### src/caw_pkg.sv
// Shared constants for the chassis alarm watchdog.
package caw_pkg;
   // -----------------------------------------------------------------
   // Timing constants
   // -----------------------------------------------------------------
   localparam int CLK_HZ = 50000000;
   // One tick is 50 ms, half the fastest blink period, so that every
   // blink pattern has a whole number of ticks in each half period.
   localparam int TICK_MS = 50;
   localparam int TICK_CYC = CLK_HZ / 1000 * TICK_MS;
   localparam int HOLDOFF_MS = 150000;
   localparam int HOLDOFF_TICKS = HOLDOFF_MS / TICK_MS;
   localparam int TIMEOUT_MS = 20000;
   localparam int TIMEOUT_TICKS = TIMEOUT_MS / TICK_MS;
   localparam int WARN_MS = 10000;
   localparam int WARN_TICKS = WARN_MS / TICK_MS;
   localparam int OVT_MS = 480000;
   localparam int OVT_TICKS = OVT_MS / TICK_MS;
   // Blink periods in ticks; each half period is half of this.
   localparam int ARMED_MS = 500;
   localparam int ARMED_TICKS = ARMED_MS / TICK_MS;
   localparam int WARNB_MS = 100;
   localparam int WARNB_TICKS = WARNB_MS / TICK_MS;
   localparam int TRIP_MS = 1000;
   localparam int TRIP_TICKS = TRIP_MS / TICK_MS;
   localparam int FLASH_MS = 500;
   localparam int FLASH_TICKS = FLASH_MS / TICK_MS;
   localparam int CNT_W = 16;
   localparam int TEMP_W = 8;
   localparam logic [7:0] OVT_LIMIT_C = 8'h28;
endpackage : caw_pkg

### src/caw_sync.sv
// Two-flop synchroniser bank for pin inputs.
`timescale 1ns/1ns
module caw_sync #(
   parameter int W = 1
) (
   input wire logic clk,
   input wire logic reset_n,
   input wire logic [W-1:0] d,
   output logic [W-1:0] q
);
   logic [W-1:0] meta_r;
   logic [W-1:0] meta_nxt;
   logic [W-1:0] q_nxt;

   // The first stage feeds only the second stage.
   always_comb begin
      meta_nxt = d;
      q_nxt = meta_r;
   end

   // Registers clear synchronously.
   always_ff @(posedge clk) begin
      if (!reset_n) begin
         meta_r <= '0;
         q <= '0;
      end else begin
         meta_r <= meta_nxt;
         q <= q_nxt;
      end
   end
endmodule : caw_sync

### src/caw_top.sv
// Chassis alarm supervisor: host watchdog, fans, supplies and clock lock.
`timescale 1ns/1ns

module caw_top #(
   parameter int TICK_CYC = caw_pkg::TICK_CYC
) (
   input wire logic clk,
   input wire logic reset_n,
   input wire logic arm_pulse,
   input wire logic major_alarm,
   input wire logic alarm_clear_req,
   input wire logic panel_reset_n,
   input wire logic [7:0] temp_c,
   input wire logic cpu_fan_under,
   input wire logic cpu_fan_over,
   input wire logic supply_one_ok,
   input wire logic supply_two_ok,
   input wire logic clock_lock_board,
   input wire logic unlock_open_jumper,
   input wire logic silence_sw,
   output logic host_restart,
   output logic wd_relay,
   output logic module_relay,
   output logic status_led,
   output logic reset_led,
   output logic fan_a_on,
   output logic fan_b_on,
   output logic fan_centre_on,
   output logic temp_led,
   output logic cpu_fan_led,
   output logic supply_one_led,
   output logic supply_two_led,
   output logic ovt_contact,
   output logic unlock_contact,
   output logic unlock_led,
   output logic buzzer
);
   // -----------------------------------------------------------------
   // Input synchronisers
   // -----------------------------------------------------------------
   localparam int NS = 20;
   logic [NS-1:0] raw;
   logic [NS-1:0] s;
   // Active-low pins are inverted before the synchroniser, so that its
   // cleared state reads as idle and no false alarm chirps after reset.
   assign raw = {arm_pulse, ~panel_reset_n, temp_c, cpu_fan_under,
      cpu_fan_over, ~supply_one_ok, ~supply_two_ok, ~clock_lock_board,
      unlock_open_jumper, silence_sw, major_alarm, alarm_clear_req, 1'b0};
   caw_sync #(.W(NS)) u_sync (
      .clk(clk),
      .reset_n(reset_n),
      .d(raw),
      .q(s)
   );
   logic arm_s, pnl_n_s, fu_s, fo_s, p1_s, p2_s, lock_s, jmp_s, sil_s;
   logic maj_s, clr_s;
   logic [7:0] temp_s;
   assign arm_s = s[19];
   assign pnl_n_s = ~s[18];
   assign temp_s = s[17:10];
   assign fu_s = s[9];
   assign fo_s = s[8];
   assign p1_s = ~s[7];
   assign p2_s = ~s[6];
   assign lock_s = ~s[5];
   assign jmp_s = s[4];
   assign sil_s = s[3];
   assign maj_s = s[2];
   assign clr_s = s[1];

   // -----------------------------------------------------------------
   // Prescaler and edge detection
   // -----------------------------------------------------------------
   typedef enum {CAW_HOLD, CAW_RUN, CAW_TRIP} caw_state_e;
   caw_state_e st_r, st_nxt;
   logic [31:0] pre_r, pre_nxt;
   logic tick_r, tick_nxt;
   logic arm_d_r, arm_d_nxt, sil_d_r, sil_d_nxt;
   logic [caw_pkg::CNT_W-1:0] wd_r, wd_nxt, ph_r, ph_nxt, fph_r, fph_nxt;
   logic [caw_pkg::CNT_W-1:0] ovt_r, ovt_nxt;
   logic arm_rise, sil_fall;
   assign arm_rise = arm_s & ~arm_d_r;
   assign sil_fall = ~sil_s & sil_d_r;

   // Blink helper: high during the first half of a period.
   function automatic logic blink(input logic [caw_pkg::CNT_W-1:0] ph,
                                  input int per);
      blink = (32'(ph) % per) < (per / 2);
   endfunction : blink

   logic ovt, fan_bad, p1_bad, p2_bad, ovt_alarm, alarm_any;
   logic muted_r, muted_nxt, rled_r, rled_nxt, rst_r, rst_nxt;
   logic led_nxt;
   assign ovt = temp_s > caw_pkg::OVT_LIMIT_C;
   assign fan_bad = fu_s | fo_s;
   assign p1_bad = ~p1_s;
   assign p2_bad = ~p2_s;
   assign ovt_alarm = ovt_r >= 16'(caw_pkg::OVT_TICKS);
   assign alarm_any = ovt_alarm | fan_bad | p1_bad | p2_bad;

   // -----------------------------------------------------------------
   // Next-state logic
   // -----------------------------------------------------------------
   // Counting in 50 ms ticks keeps every tick counter at 16 bits; the cycle prescaler is 32 bits.
   always_comb begin
      pre_nxt = pre_r + 32'h1;
      tick_nxt = 1'b0;
      if (pre_r >= 32'(TICK_CYC - 1)) begin
         pre_nxt = 32'h0;
         tick_nxt = 1'b1;
      end
      arm_d_nxt = arm_s;
      sil_d_nxt = sil_s;
      st_nxt = st_r;
      wd_nxt = wd_r;
      ph_nxt = tick_r ? ph_r + 16'h1 : ph_r;
      fph_nxt = tick_r ? fph_r + 16'h1 : fph_r;
      if (fph_r >= 16'(caw_pkg::FLASH_TICKS - 1) && tick_r)
         fph_nxt = 16'h0;
      rst_nxt = 1'b0;
      case (st_r)
         CAW_HOLD: begin
            if (tick_r) wd_nxt = wd_r + 16'h1;
            if (wd_r >= 16'(caw_pkg::HOLDOFF_TICKS)) begin
               st_nxt = CAW_RUN;
               wd_nxt = 16'h0;
            end
         end
         CAW_RUN: begin
            if (tick_r) wd_nxt = wd_r + 16'h1;
            if (arm_rise) begin
               wd_nxt = 16'h0;
            end else if (wd_r >= 16'(caw_pkg::TIMEOUT_TICKS)) begin
               st_nxt = CAW_TRIP;
               ph_nxt = 16'h0;
               rst_nxt = 1'b1;
            end
         end
         CAW_TRIP: begin
            if (arm_rise) begin
               st_nxt = CAW_RUN;
               wd_nxt = 16'h0;
               ph_nxt = 16'h0;
            end
         end
         default: st_nxt = CAW_HOLD;
      endcase
      // Status LED pattern by state and remaining time.
      if (st_r == CAW_TRIP)
         led_nxt = blink(ph_r, caw_pkg::TRIP_TICKS);
      else if (st_r == CAW_RUN &&
               wd_r >= 16'(caw_pkg::TIMEOUT_TICKS - caw_pkg::WARN_TICKS))
         led_nxt = blink(ph_r, caw_pkg::WARNB_TICKS);
      else
         led_nxt = blink(ph_r, caw_pkg::ARMED_TICKS);
      // Reset LED latches; the panel reset clears it.
      rled_nxt = rled_r;
      if (!pnl_n_s) rled_nxt = 1'b0;
      if (rst_r) rled_nxt = 1'b1;
      // Over-temperature persistence counter saturates.
      ovt_nxt = ovt ? (ovt_alarm ? ovt_r : (tick_r ? ovt_r + 16'h1 : ovt_r))
                    : 16'h0;
      // Mute holds only while some alarm persists.
      muted_nxt = muted_r;
      if (sil_fall) muted_nxt = 1'b1;
      if (!alarm_any) muted_nxt = 1'b0;
   end

   // -----------------------------------------------------------------
   // Registers
   // -----------------------------------------------------------------
   always_ff @(posedge clk) begin
      if (!reset_n) begin
         pre_r <= 32'h0;
         tick_r <= 1'b0;
         arm_d_r <= 1'b0;
         sil_d_r <= 1'b0;
         st_r <= CAW_HOLD;
         wd_r <= 16'h0;
         ph_r <= 16'h0;
         fph_r <= 16'h0;
         rst_r <= 1'b0;
         rled_r <= 1'b0;
         ovt_r <= 16'h0;
         muted_r <= 1'b0;
         host_restart <= 1'b0;
         wd_relay <= 1'b0;
         module_relay <= 1'b0;
         status_led <= 1'b0;
         reset_led <= 1'b0;
         fan_a_on <= 1'b0;
         fan_b_on <= 1'b0;
         fan_centre_on <= 1'b0;
         temp_led <= 1'b0;
         cpu_fan_led <= 1'b0;
         supply_one_led <= 1'b0;
         supply_two_led <= 1'b0;
         ovt_contact <= 1'b0;
         unlock_contact <= 1'b0;
         unlock_led <= 1'b0;
         buzzer <= 1'b0;
      end else begin
         pre_r <= pre_nxt;
         tick_r <= tick_nxt;
         arm_d_r <= arm_d_nxt;
         sil_d_r <= sil_d_nxt;
         st_r <= st_nxt;
         wd_r <= wd_nxt;
         ph_r <= ph_nxt;
         fph_r <= fph_nxt;
         rst_r <= rst_nxt;
         rled_r <= rled_nxt;
         ovt_r <= ovt_nxt;
         muted_r <= muted_nxt;
         host_restart <= rst_nxt;
         wd_relay <= (st_nxt == CAW_TRIP);
         module_relay <= ~maj_s & ~clr_s | ~maj_s;
         status_led <= led_nxt;
         reset_led <= rled_nxt;
         fan_a_on <= 1'b1;
         fan_b_on <= 1'b1;
         fan_centre_on <= ovt;
         temp_led <= ovt;
         cpu_fan_led <= ~fan_bad;
         supply_one_led <= p1_s | blink(fph_r, caw_pkg::FLASH_TICKS);
         supply_two_led <= p2_s | blink(fph_r, caw_pkg::FLASH_TICKS);
         ovt_contact <= ovt_alarm;
         unlock_contact <= ~lock_s ^ jmp_s;
         unlock_led <= ~lock_s;
         buzzer <= alarm_any & ~muted_nxt;
      end
   end
endmodule : caw_top

### config.mk
export PLATFORM = sky130hd
export DESIGN_NAME = caw_top
export DESIGN_NICKNAME = d
export VERILOG_FILES = /design/src/caw_pkg.sv /design/src/caw_sync.sv /design/src/caw_top.sv
export SDC_FILE = /design/constraint.sdc
export NUM_CORES = 1
export LEC_CHECK = 0
export ABC_AREA = 1
export BUFFER_PORTS_ARGS = -buffer_cell sky130_fd_sc_hd__clkbuf_2
export CAP_MARGIN = 20
export CORE_MARGIN = 3
export CORE_UTILIZATION = 55
export DETAILED_ROUTE_END_ITERATION = 10
export GPL_TIMING_DRIVEN = 1
export PLACE_DENSITY = 0.71
export RECOVER_POWER = 100
export SLEW_MARGIN = 10
export SYNTH_ARGS = -nofsm -noshare
export SYNTH_HDL_FRONTEND = slang
export SYNTH_SLANG_ARGS = --single-unit
### constraint.sdc
create_clock -name clk -period 20.7 [get_ports clk]
set_clock_uncertainty 0.1 [all_clocks]
set_input_delay 4.14 -clock clk [delete_from_list [all_inputs] [get_ports clk]]
set_output_delay 4.14 -clock clk [all_outputs]
set_load 0.01 [all_outputs]
Word-level counts from Yosys, hierarchy flattened
Cells that the tools add are included.
- register bits: 186
- bits of input ports: 21
- output and inout bits: 16
- word-level logic and storage cells: 114
- $add $sub $neg: 5
- divide/modulo/power cells: 3
- order comparisons: 11
- eq/ne operators: 6
- muxes and demuxes: 24
- bitwise logic cells: 27
- reduce and logical (&&, ||, !) cells: 11
- operator list (cell ; number):
    $mux W16 ; 8
    $mux W32 ; 4
    $pmux W32 S3 ; 1
    $add A16 B1 Y16 const B ; 4
    $eq A32 B2 Y1 const B ; 2
    $eq A32 B3 Y1 const B ; 2
    $lt A32 B3 Y1 const B ; 2
    $mod A16 B4 Y32 const B ; 2
    $pmux W16 S3 ; 1
    $add A32 B1 Y32 const B ; 1
    $eq A32 B1 Y1 const B ; 1
    $ge A32 B22 Y1 const B ; 1
    $logic_not A32 Y1 ; 1
    $lt A32 B4 Y1 const B ; 1
    $mod A16 B5 Y32 const B ; 1
    $pmux W16 S2 ; 1
    $ge A16 B12 Y1 const B ; 1
    $ge A16 B14 Y1 const B ; 1
    $ge A16 B4 Y1 const B ; 1
    $ge A16 B8 Y1 const B ; 1
    $ge A16 B9 Y1 const B ; 1
    $not A1 Y1 ; 15
    $mux W1 ; 9
    $gt A8 B6 Y1 const B ; 1
    other kinds (11) ; 24

Logic depth before layout (Yosys ltp)
Gate-level depths: netlist of run 1.
- word-level depth: 7
- mapped depth: 88

Hierarchy
A second synthesis of run 1 with hierarchy kept.
- cell total of the unflattened synthesis: 2689
- area, all modules: 16682.2 um^2
- by module, submodules not included (module ; times used ; cells an instance ; area an instance (um^2) ; sequential area each (um^2)):
    caw_top ; 1 ; 2565 ; 15536.2 ; 2922.8
    caw_sync ; 1 ; 124 ; 1146.1 ; 800.8

Worst setup path after synthesis of run 1
OpenSTA, ideal clock, no wires.
- path kind: flip-flop to flip-flop
- from: register fph_r[13] (netlist name)
- to: register supply_one_led
- setup time: 71 ps
- arrival time: 8310 ps
- required time: 20529 ps
- slack: 12219 ps
- cell stages (with the launch flop): 74
- path buffers: 4
- clock period less this slack: 8481 ps
- path through: dfxtp_1 nor2_2 inv_1 ha_1 o21ai_2 nand2_1 nor2_1 nor2_2 nor2_4 nand3_4 nand2_2 nand2_2 nor2_8 nand3_4 nand2_2 nand3_1 nor2_4 nand4_4 [38 not listed] nor2_8 nand3_1 nand2_2 inv_1 ha_1 inv_1 nand3_1 nand2_1 nand2_1 nor2_1 nand3b_1 nand3_1 nand2_1 nor2_1 nand2_1 nor2_2 nand2_1 a21oi_1
- cells in the longest elaborated chain, start to end: 3
- ends and longest elaborated chain (item ; RTL line ; RTL):
    from (decl) ; caw_top.sv:79 ; logic [caw_pkg::CNT_W-1:0] wd_r, wd_nxt, ph_r, ph_nxt, fph_r, fph_nxt;
    from (signal assigned) ; caw_top.sv:210 ; fph_r <= fph_nxt;
    $mod A16 B4 Y32 ; caw_top.sv:88 ; blink = (32'(ph) % per) < (per / 2);
    $lt A32 B3 Y1 ; caw_top.sv:88 ;
    $or A1 B1 Y1 ; caw_top.sv:225 ; supply_one_led <= p1_s | blink(fph_r, caw_pkg::FLASH_TICKS);
    to (signal assigned) ; caw_top.sv:225 ;
    to (decl) ; caw_top.sv:31 ; output logic supply_one_led,
No other way between the ends.
A chain may end at the register's enable or synchronous reset.

Worst setup path in the final report of run 1
Same ends and word-level chain as after synthesis.

==> metrics.txt, run 1 <==
cell family with most CP delay simple AND/OR/NAND/NOR gates; Final period util about three fifths; Clock transition at path regs 0.07 ns; fill count 2843; Setup crit start kind flop; synth warn 0; site row count 62; failing checks capacitance limit, slew limit; WP buf/inv 9; Syn-to-layout area delta 5.10%; Levels on crit path 71; post-layout min period ~13 ns; Top Ports 37; Hold Crit Class flop to flop; Residual DRC 0; Most Frequent Cell on Critical Path nand2_1; layout cell share with drive strength beyond 1 17.3%; total global routing overflow 0; Synth area leaders dfxtp_1 22%, nand2_1 15%, inv_1 8.4%; max cap viols 1; post_cts resized 0; top-area cell type share of the netlist area 22.0%; nature of the critical path endpoint flop; largest net degree at the start of global routing 44; peak fanout along the critical path 25; Worst Setup Slack, final 7.98 ns; number of flops mapped to enable cells by yosys 0; Synth top cells by count 668 x nand2_1, 372 x inv_1, 245 x nand3_1; IO buf count 35; Synth Flop Type dfxtp_1; Core Area 0.0292 mm²; n_diodes 0; hold_buf cts 0; vias in the first global route ~14000; final net count 2683; slowest stage delay, CP approximately 0.94 ns; Global Route Usage Sum 21.3%; total CTS buffers 17; Reg2Reg Depth slightly above 70; max frequency between 70 and 80 MHz; Power Density 39.9 mW/mm²; Initial Util 56.8%; pre-CTS setup slack 8.78 ns; Leak Pwr 9.97 nW; Die ar. 0.0323 mm²; Initial DRC Count 902; Die Height 180 µm; Setup Buffers After CTS 0; area occupied by multi-input gates 0.0108 mm²; placed inst area 0.0169 mm²; Rel. slew slack -25.6%; area leader, netlist dfxtp_1; routability-driven placement congestion ratio 0.899; CTS max path bufs 2; setup tns final 0 ns; first-pass iteration count of the detailed router 5; total wire length 35.0 mm; Tightest Pin Transition roughly 1.9 ns; via count 15700; Synth Register Bits 182; Reg area between 0.003 and 0.004 mm²; post-synthesis sequential area ratio 22.0%; most frequent cell after synthesis nand2_1; post-detail-place hpwl 27.6 mm; Setup Viol. Count Final 0; Hold Fails Final Rpt 0; CP max-delay cell nand4_1; Worst Hold Depth 1; global-route wire length before repair 61.7 mm; synthesized instance count 2606; Slew Limit Fails 44; clock sinks about 180; Arr. time, crit path 12.95 ns; RSZ-0062 raised after global routing false; Vias/cell 5.15; post-route cell area 0.0174 mm²; Tot Pwr 0.696 mW; H-Tree Depth 4; number of routed nets with antenna violations 0; insertion delay to the later sink of the worst-skew pair 0.43 ns; average size of a mapped cell 6.36 µm²; DIE WIDTH 180 µm; root buffer cell clkbuf_16; CTS tree done; IR Drop Worst-Case VDD about 0.000061 V; Setup CP Type flop to flop; outcome finished, violations left; Post-synth ARST share 0%; initial antenna violation count 0; mapped cell area 0.0166 mm²; Wirelength per Cell 11.5 µm; critical path required time 20.93 ns; hold_ws roughly 0.29 ns; Synth cell types 67
-- state kept, by name, summed over array words and instances, names as in the netlist, 16 cells and up --
signal / flops
fph_r: 16
ovt_r: 16
ph_r: 16
pre_r: 32
st_r: 32
u_sync.meta_r: 18
u_sync.q: 18
wd_r: 16
-- layer usage --
metal / up-vias / wire, µm / global-route usage (%)
met2: 219 / 16800 / 37.0
met3: 37 / 953 / 2.77
met4: 0 / 488 / 5.54
met5: - / 0 / 0
li1: 8345 / - / -
met1: 7073 / 16700 / 28.0
-- area by class of cell --
| type | instances | share of cell area, % |
|---|---|---|
| Inverter | 447 | 9.90 |
| Clock buffer | 18 | 2.52 |
| Multi-Input combinational cell | 1959 | 62.2 |
| Tap cell | 384 | 2.76 |
| Timing Repair Buffer | 38 | 0.977 |
| Clock inverter | 14 | 0.747 |
| Sequential cell | 182 | 20.9 |
-- worst paths after layout --
kind | slack (ns) | end | from
hold / removal | 0.29 | module_relay | u_sync.q[2]
setup / recovery | 7.98 | supply_one_led | fph_r[13]
hold reg to reg | 0.29 | module_relay | u_sync.q[2]
setup reg to reg | 7.98 | supply_one_led | fph_r[13]
-- cells in the final DEF, fill, tap and decap left out, types with 6 or more instances in the layout --
cell type / count
a211oi_1: 9
a21oi_1: 60
clkbuf_1: 18
clkbuf_16: 17
clkbuf_2: 19
clkinv_1: 11
clkinv_2: 8
clkinv_4: 6
conb_1: 40
dfxtp_1: 182
ha_1: 17
inv_1: 372
inv_2: 48
nand2_1: 668
nand2_2: 117
nand2_4: 46
nand3_1: 245
nand3_2: 65
nand3_4: 14
nand3b_1: 33
nand4_1: 93
nand4_2: 6
nor2_1: 233
nor2_2: 32
nor2_4: 31
nor2_8: 9
nor3_1: 40
nor3b_1: 6
nor4_1: 14
o211ai_1: 7
o21ai_0: 49
o21ai_1: 10
o21bai_1: 6
xnor2_1: 6
xor2_1: 41
-- stage by stage --
step / instances / utilization, %
detailed placement: 3010 / 57.9
global route: 3042 / 59.7
floorplan: 2645 / -
CTS: 3042 / 59.9
global placement: 3010 / 57.9
finish: 3042 / 59.7
-- worst reg2reg max path: cells and delay by family, from the launching register on --
kind                       cells  cell delay [ns]
DFF                            1             0.36
and+or+nand+nor               59            10.24
AOI/OAI and AO/OA              1             0.13
adders and majority gates      2             0.34
buffers and inverters          9             1.52
-- power by group --
part / internal, mW / switching, mW
sequential: 0.360 / 0.00367
clock: 0.163 / 0.148
combinational: 0.00725 / 0.0143
total: 0.530 / 0.166
-- kinds of logic after synthesis --
logic type | count (synthesis) | synth area share, %
buffers and inverters | 504 | 13.4
flip-flops | 182 | 22.0
XOR/XNOR | 47 | 2.48
AND/OR/NAND/NOR | 1677 | 54.1
adder cells (fa/ha/maj) | 17 | 1.28
other | 1 | 0.0226
AO/OA/AOI/OAI | 178 | 6.64
Power figures use the tool's default switching activity.
==> inputs of run 2 (changes only) <==
--- a/config.mk
+++ b/config.mk
@@ -12,7 +12,7 @@
 export CORE_UTILIZATION = 55
 export DETAILED_ROUTE_END_ITERATION = 10
 export GPL_TIMING_DRIVEN = 1
-export PLACE_DENSITY = 0.71
+export PLACE_DENSITY = 0.74
 export RECOVER_POWER = 100
 export SLEW_MARGIN = 10
 export SYNTH_ARGS = -nofsm -noshare
==> constraint.sdc (replaced) <==
create_clock -name clk -period 11.45 [get_ports clk]
set_clock_uncertainty 0.1 [all_clocks]
set_input_delay 2.29 -clock clk [delete_from_list [all_inputs] [get_ports clk]]
set_output_delay 2.29 -clock clk [all_outputs]
set_load 0.01 [all_outputs]
==> metrics.txt, run 2 (synthesis results as in run 1) <==
Slew Limit Fails 44 (unchanged); n_diodes 0 (unchanged); Initial DRC Count 983 (was 902); Setup CP Type flop to flop (unchanged); Hold Path End module_relay (unchanged); total CTS buffers 17 (unchanged); max cap viols 1 (unchanged); fill count 2846 (was 2843); H-Tree Depth 4 (unchanged); Die ar. 0.0323 mm² (unchanged); Worst Setup Slack, final 1.00 ns (was 7.98 ns); Clock transition at path regs 0.07 ns (about the same); Initial Util 56.8% (unchanged); Top Registers pre_r (32), st_r (32) (unchanged); vias in the first global route 14800 (was 14300); hold_ws 0.286 ns (was 0.289 ns); Hold Crit Class flop to flop (unchanged); commonest non-fill, non-tap cells in the layout 665 x nand2_1, 372 x inv_1, 244 x nand3_1 (was 668 x nand2_1, 372 x inv_1, 245 x nand3_1); Setup crit start kind flop (unchanged); Hold Startpoint u_sync.q[2] (unchanged); Tightest Pin Transition 1.77 ns (was 1.88 ns); max frequency 95.7 MHz (was 78.6 MHz); largest net degree at the start of global routing 44 (unchanged); Worst Hold Depth 1 (unchanged); Setup Viol. Count Final 0 (unchanged); pre-CTS setup slack -0.111 ns (was 8.78 ns); layout cell share with drive strength beyond 1 17.8% (was 17.3%); number of routed nets with antenna violations 0 (unchanged); IR Drop Worst-Case VDD 0.000104 V (was 0.0000613 V); Residual DRC 0 (unchanged); Syn-to-layout area delta 6.28% (was 5.10%); failing checks capacitance limit, slew limit (unchanged); IO buf count 35 (unchanged); Power Density 72.7 mW/mm² (was 39.9 mW/mm²); routability-driven placement congestion ratio 0.867 (was 0.899); CTS max path bufs 2 (unchanged); total global routing overflow 0 (unchanged); Leak Pwr 10.1 nW (was 9.97 nW); Rel. slew slack -17.8% (was -25.6%); Global Route Usage Sum 21.3% (about the same); Wirelength per Cell 11.6 µm (was 11.5 µm); CTS tree done (unchanged); Final period util 91.3% (was 61.5%); Vias/cell 5.18 (was 5.15); total wire length 35.4 mm (was 35.0 mm); Reg2Reg Depth 66 (was 71); initial antenna violation count 0 (unchanged); clock sinks 182 (unchanged); outcome finished, violations left (unchanged); global-route wire length before repair 62.2 mm (was 61.7 mm); first-pass iteration count of the detailed router 5 (unchanged); Arr. time, crit path 10.68 ns (was 12.95 ns); post-detail-place hpwl 27.4 mm (was 27.6 mm); nature of the critical path endpoint flop (unchanged); critical path required time 11.68 ns (was 20.93 ns); R2R Path End supply_two_led (was supply_one_led); FF-to-FF Start fph_r[13] (unchanged); Core Area 0.0292 mm² (unchanged); slowest stage delay, CP 0.37 ns (was 0.94 ns); final net count 2689 (was 2683); via count 15800 (was 15700); dpl cells 3010 (unchanged); Die Height 180 µm (unchanged); most common cell after layout, fill and taps aside nand2_1 (unchanged); non-filler instance count after layout 3048 (was 3042); Most Frequent Cell on Critical Path nand2_1 (unchanged); Hold Fails Final Rpt 0 (unchanged); peak fanout along the critical path 19 (was 25); post-layout min period 10.45 ns (was 12.72 ns); CP max-delay cell dfxtp_1 (was nand4_1); DIE WIDTH 180 µm (unchanged); R2R setup slack 1.0 ns (was 7.98 ns); insertion delay to the later sink of the worst-skew pair 0.43 ns (about the same); site row count 62 (unchanged); root buffer cell clkbuf_16 (unchanged); Top Ports 37 (unchanged)
==> run 2: timing repair <==
| action | in CTS | in global routing |
|---|---|---|
| resized for setup | 1 | 17 |
| hold buffers | 0 | 0 |
| setup endpoints to repair | 2 | 3 |
| gates cloned | 0 | 2 |
| setup buffers | 0 | 4 |
| pin swaps | 0 | 5 |
==> run 2: final cells by class <==
class	instances	area [µm²]	area share (%)
Inverter	447	1730	9.82
Timing Repair Buffer	42	204	1.16
Sequential cell	182	3640	20.7
Clock inverter	14	164	0.930
Multi-Input combinational cell	1961	11000	62.2
Clock buffer	18	439	2.49
Tap cell	384	480	2.73
==> run 2: how the worst max path moves through the flow <==
stage          slack [ns]              to      start  cells after the start
2_1_floorplan        2.97  supply_one_led  fph_r[13]                     73
3_3_place_gp         0.15  supply_one_led  fph_r[13]                     65
3_5_place_dp        -0.11  supply_two_led  fph_r[13]                     65
4_1_cts              0.09  supply_two_led  fph_r[13]                     65
5_1_grt           -0.0007      status_led   ph_r[13]                     70
6_report              1.0  supply_two_led  fph_r[13]                     66
==> run 2: through the flow <==
step / setup TNS, ns / power, mW / util, % / instance area (µm²)
final: 0 / 1.28 / 60.4 / 17600
after CTS: 0 / 1.29 / 60.0 / 17500
after detailed placement: -0.214 / 0.710 / 57.9 / 16900
after floorplan: 0 / 0.697 / - / 16700
after global placement: 0 / 0.709 / 57.9 / 16900
after global routing: -0.000651 / 1.33 / 60.4 / 17600
==> run 2: critical path, delay by kind of cell, from the launching register on <==
kind	cells	cell delay [ns]
AOI/OAI and AO/OA	3	0.68
adders and majority gates	1	0.31
buffers and inverters	3	0.29
DFF	1	0.37
and+or+nand+nor	59	8.54
==> run 2: metal layers <==
| metal | part of all wire [%] | track usage (%) | vias up |
|---|---|---|---|
| met1 | 46 | 26.7 | 7184 |
| met5 | 0 | 0 | - |
| met4 | 1.1 | 4.73 | 0 |
| met3 | 2.7 | 2.67 | 31 |
| li1 | - | - | 8365 |
| met2 | 50 | 39.2 | 217 |
==> run 2: where the power goes <==
group	switching (mW)	internal [mW]	total (mW)
logic	0.0255	0.0129	0.0384
clock network	0.269	0.316	0.585
registers	0.00695	0.650	0.657
==> inputs of run 3 (changes only) <==
==> constraint.sdc (replaced) <==
create_clock -name clk -period 9 [get_ports clk]
set_clock_uncertainty 0.1 [all_clocks]
set_input_delay 1.8 -clock clk [delete_from_list [all_inputs] [get_ports clk]]
set_output_delay 1.8 -clock clk [all_outputs]
set_load 0.01 [all_outputs]
==> metrics.txt, run 3 (synthesis results as in run 1) <==
outcome finished, violations left (unchanged); failing checks setup timing (was capacitance limit, slew limit); Global Route Usage Sum 27.1% (was 21.3%); Residual DRC 0 (unchanged); pre-CTS setup slack -0.629 ns (was -0.111 ns); RSZ-0062 raised after global routing true; Rel. slew slack 47.6% (was -17.8%); initial antenna violation count 0 (unchanged); global-route wire length before repair 78.0 mm (was 62.2 mm); routability-driven placement congestion ratio 0.898 (was 0.867); critical path required time 9.25 ns (was 11.68 ns); vias in the first global route 18300 (was 14800); Vias/cell 5.35 (was 5.18); number of routed nets with antenna violations 0 (unchanged); Die ar. 0.0323 mm² (unchanged); Setup CP Type flop to flop (unchanged); Final period util 107% (was 91.3%); max cap viols 0 (was 1); site row count 62 (unchanged); via count 19000 (was 15800); final net count 3197 (was 2689); Switch Pwr 0.392 mW (was 0.301 mW); clock power share 45.5% (was 45.7%); Arr. time, crit path 9.88 ns (was 10.68 ns); most common cell after layout, fill and taps aside nand2_1 (unchanged); Clock transition at path regs 0.07 ns (about the same); total wire length 47.4 mm (was 35.4 mm); nature of the critical path endpoint flop (unchanged); Syn-to-layout area delta 35.7% (was 6.28%); Core Area 0.0292 mm² (unchanged); register share of total power 51.3% (about the same); Wirelength per Cell 13.3 µm (was 11.6 µm); Tightest Pin Transition 0.786 ns (was 1.77 ns); Hold Fails Final Rpt 0 (unchanged); Initial Util 56.8% (unchanged); n_diodes 0 (unchanged); post-detail-place hpwl 32.4 mm (was 27.4 mm); Die Height 180 µm (unchanged); cell family with most CP delay simple AND/OR/NAND/NOR gates (unchanged); first-pass iteration count of the detailed router 6 (was 5); Most Frequent Cell on Critical Path nand2_4 (was nand2_1); H-Tree Depth 4 (unchanged); commonest non-fill, non-tap cells in the layout 623 x nand2_1, 474 x buf_4, 361 x inv_1 (was 665 x nand2_1, 372 x inv_1, 244 x nand3_1); Setup crit start kind flop (unchanged); CTS tree done (unchanged); Top Ports 37 (unchanged); slowest stage delay, CP 0.33 ns (was 0.37 ns); IO buf count 35 (unchanged); Top Registers pre_r (32), st_r (32) (unchanged); total global routing overflow 0 (unchanged); hold_buf cts 0 (unchanged); clock sinks 182 (unchanged); peak fanout along the critical path 8 (was 19); Tot Pwr 1.63 mW (was 1.28 mW); CP max-delay cell dfxtp_2 (was dfxtp_1); Power Density 72.5 mW/mm² (was 72.7 mW/mm²); Slew Limit Fails 0 (was 44); post-layout min period 9.63 ns (was 10.45 ns); IR Drop Worst-Case VDD 0.000134 V (was 0.000104 V); total CTS buffers 17 (unchanged); switching part of the total 24.1% (was 23.5%); fill count 1961 (was 2846); insertion delay to the later sink of the worst-skew pair 0.44 ns (was 0.43 ns); CTS max path bufs 2 (unchanged); Comb pwr share 3.2% (was 3.0%); layout cell share with drive strength beyond 1 34.5% (was 17.8%); DIE WIDTH 180 µm (unchanged); Leak Pwr 12.8 nW (was 10.1 nW); Setup Viol. Count Final 3 (was 0); Hold Crit Class flop to flop (unchanged); Initial DRC Count 1277 (was 983); max frequency 104 MHz (was 95.7 MHz); root buffer cell clkbuf_16 (unchanged); WP buf/inv 15 (was 3); P_int 1.24 mW (was 0.979 mW); largest net degree at the start of global routing 44 (unchanged); Worst Setup Slack, final -0.629 ns (was 1.00 ns)
==> run 3: changes by cell type in the layout (fill, tap and decap cells not counted), sizes merged <==
| cell | change |
|---|---|
| inv | +5 |
| nand3 | +2 |
| buf | +501 |
| nand4 | +1 |
| nand2 | +3 |
| clkinv | -4 |
==> run 3: worst paths after layout <==
check	start	end	slack, ns	cells after the start
worst min register to register	u_sync.q[2]	module_relay	0.29	1
worst max register to register	fph_r[13]	supply_one_led	-0.63	76
worst max-delay path	fph_r[13]	supply_one_led	-0.63	76
worst min-delay path	u_sync.q[2]	module_relay	0.29	1
==> run 3: routing by layer <==
metal  global-route usage [%]  wire, µm
met1                     31.0     19200
met3                     3.35      1740
met4                     8.48      1250
met2                     52.2     25200
met5                        0         0
==> run 3: layout make-up <==
type | count | area [µm²] | area share [%]
Multi-Input combinational cell | 1967 | 11800 | 52.5
Tap cell | 384 | 480 | 2.14
Clock buffer | 17 | 425 | 1.89
Sequential cell | 182 | 3650 | 16.2
Clock inverter | 15 | 165 | 0.734
Inverter | 447 | 1740 | 7.75
Timing Repair Buffer | 544 | 4220 | 18.8
==> run 3: timing repair <==
item | 4_1_cts | 5_1_grt
pin swaps | 74 | 85
setup endpoints to repair | 3 | 3
gates cloned | 11 | 0
buffers inserted | 41 | 27
gates resized for setup | 131 | 115
==> run 3: through the flow <==
step	hold WS [ns]	cell area (µm²)	TNS, ns	cells	util [%]
global placement	0.273	20200	-0.502	3446	69.4
finish	0.287	22500	-1.38	3556	77.1
floorplan	0.268	16700	0	2645	-
global route	0.296	22500	-3.52	3556	77.1
detailed placement	0.276	20200	-1.51	3446	69.4
CTS	0.289	21900	-0.174	3530	75.0
==> run 3: power by group through the flow <==
stage | Clock, mW | Combinational, mW | Sequential (mW)
after CTS | 0.751 | 0.0522 | 0.836
after global routing | 0.788 | 0.0601 | 0.838
after global placement | 0 | 0.0486 | 0.853
final | 0.741 | 0.0524 | 0.836
after floorplan | 0 | 0.0341 | 0.853
after detailed placement | 0 | 0.0503 | 0.855
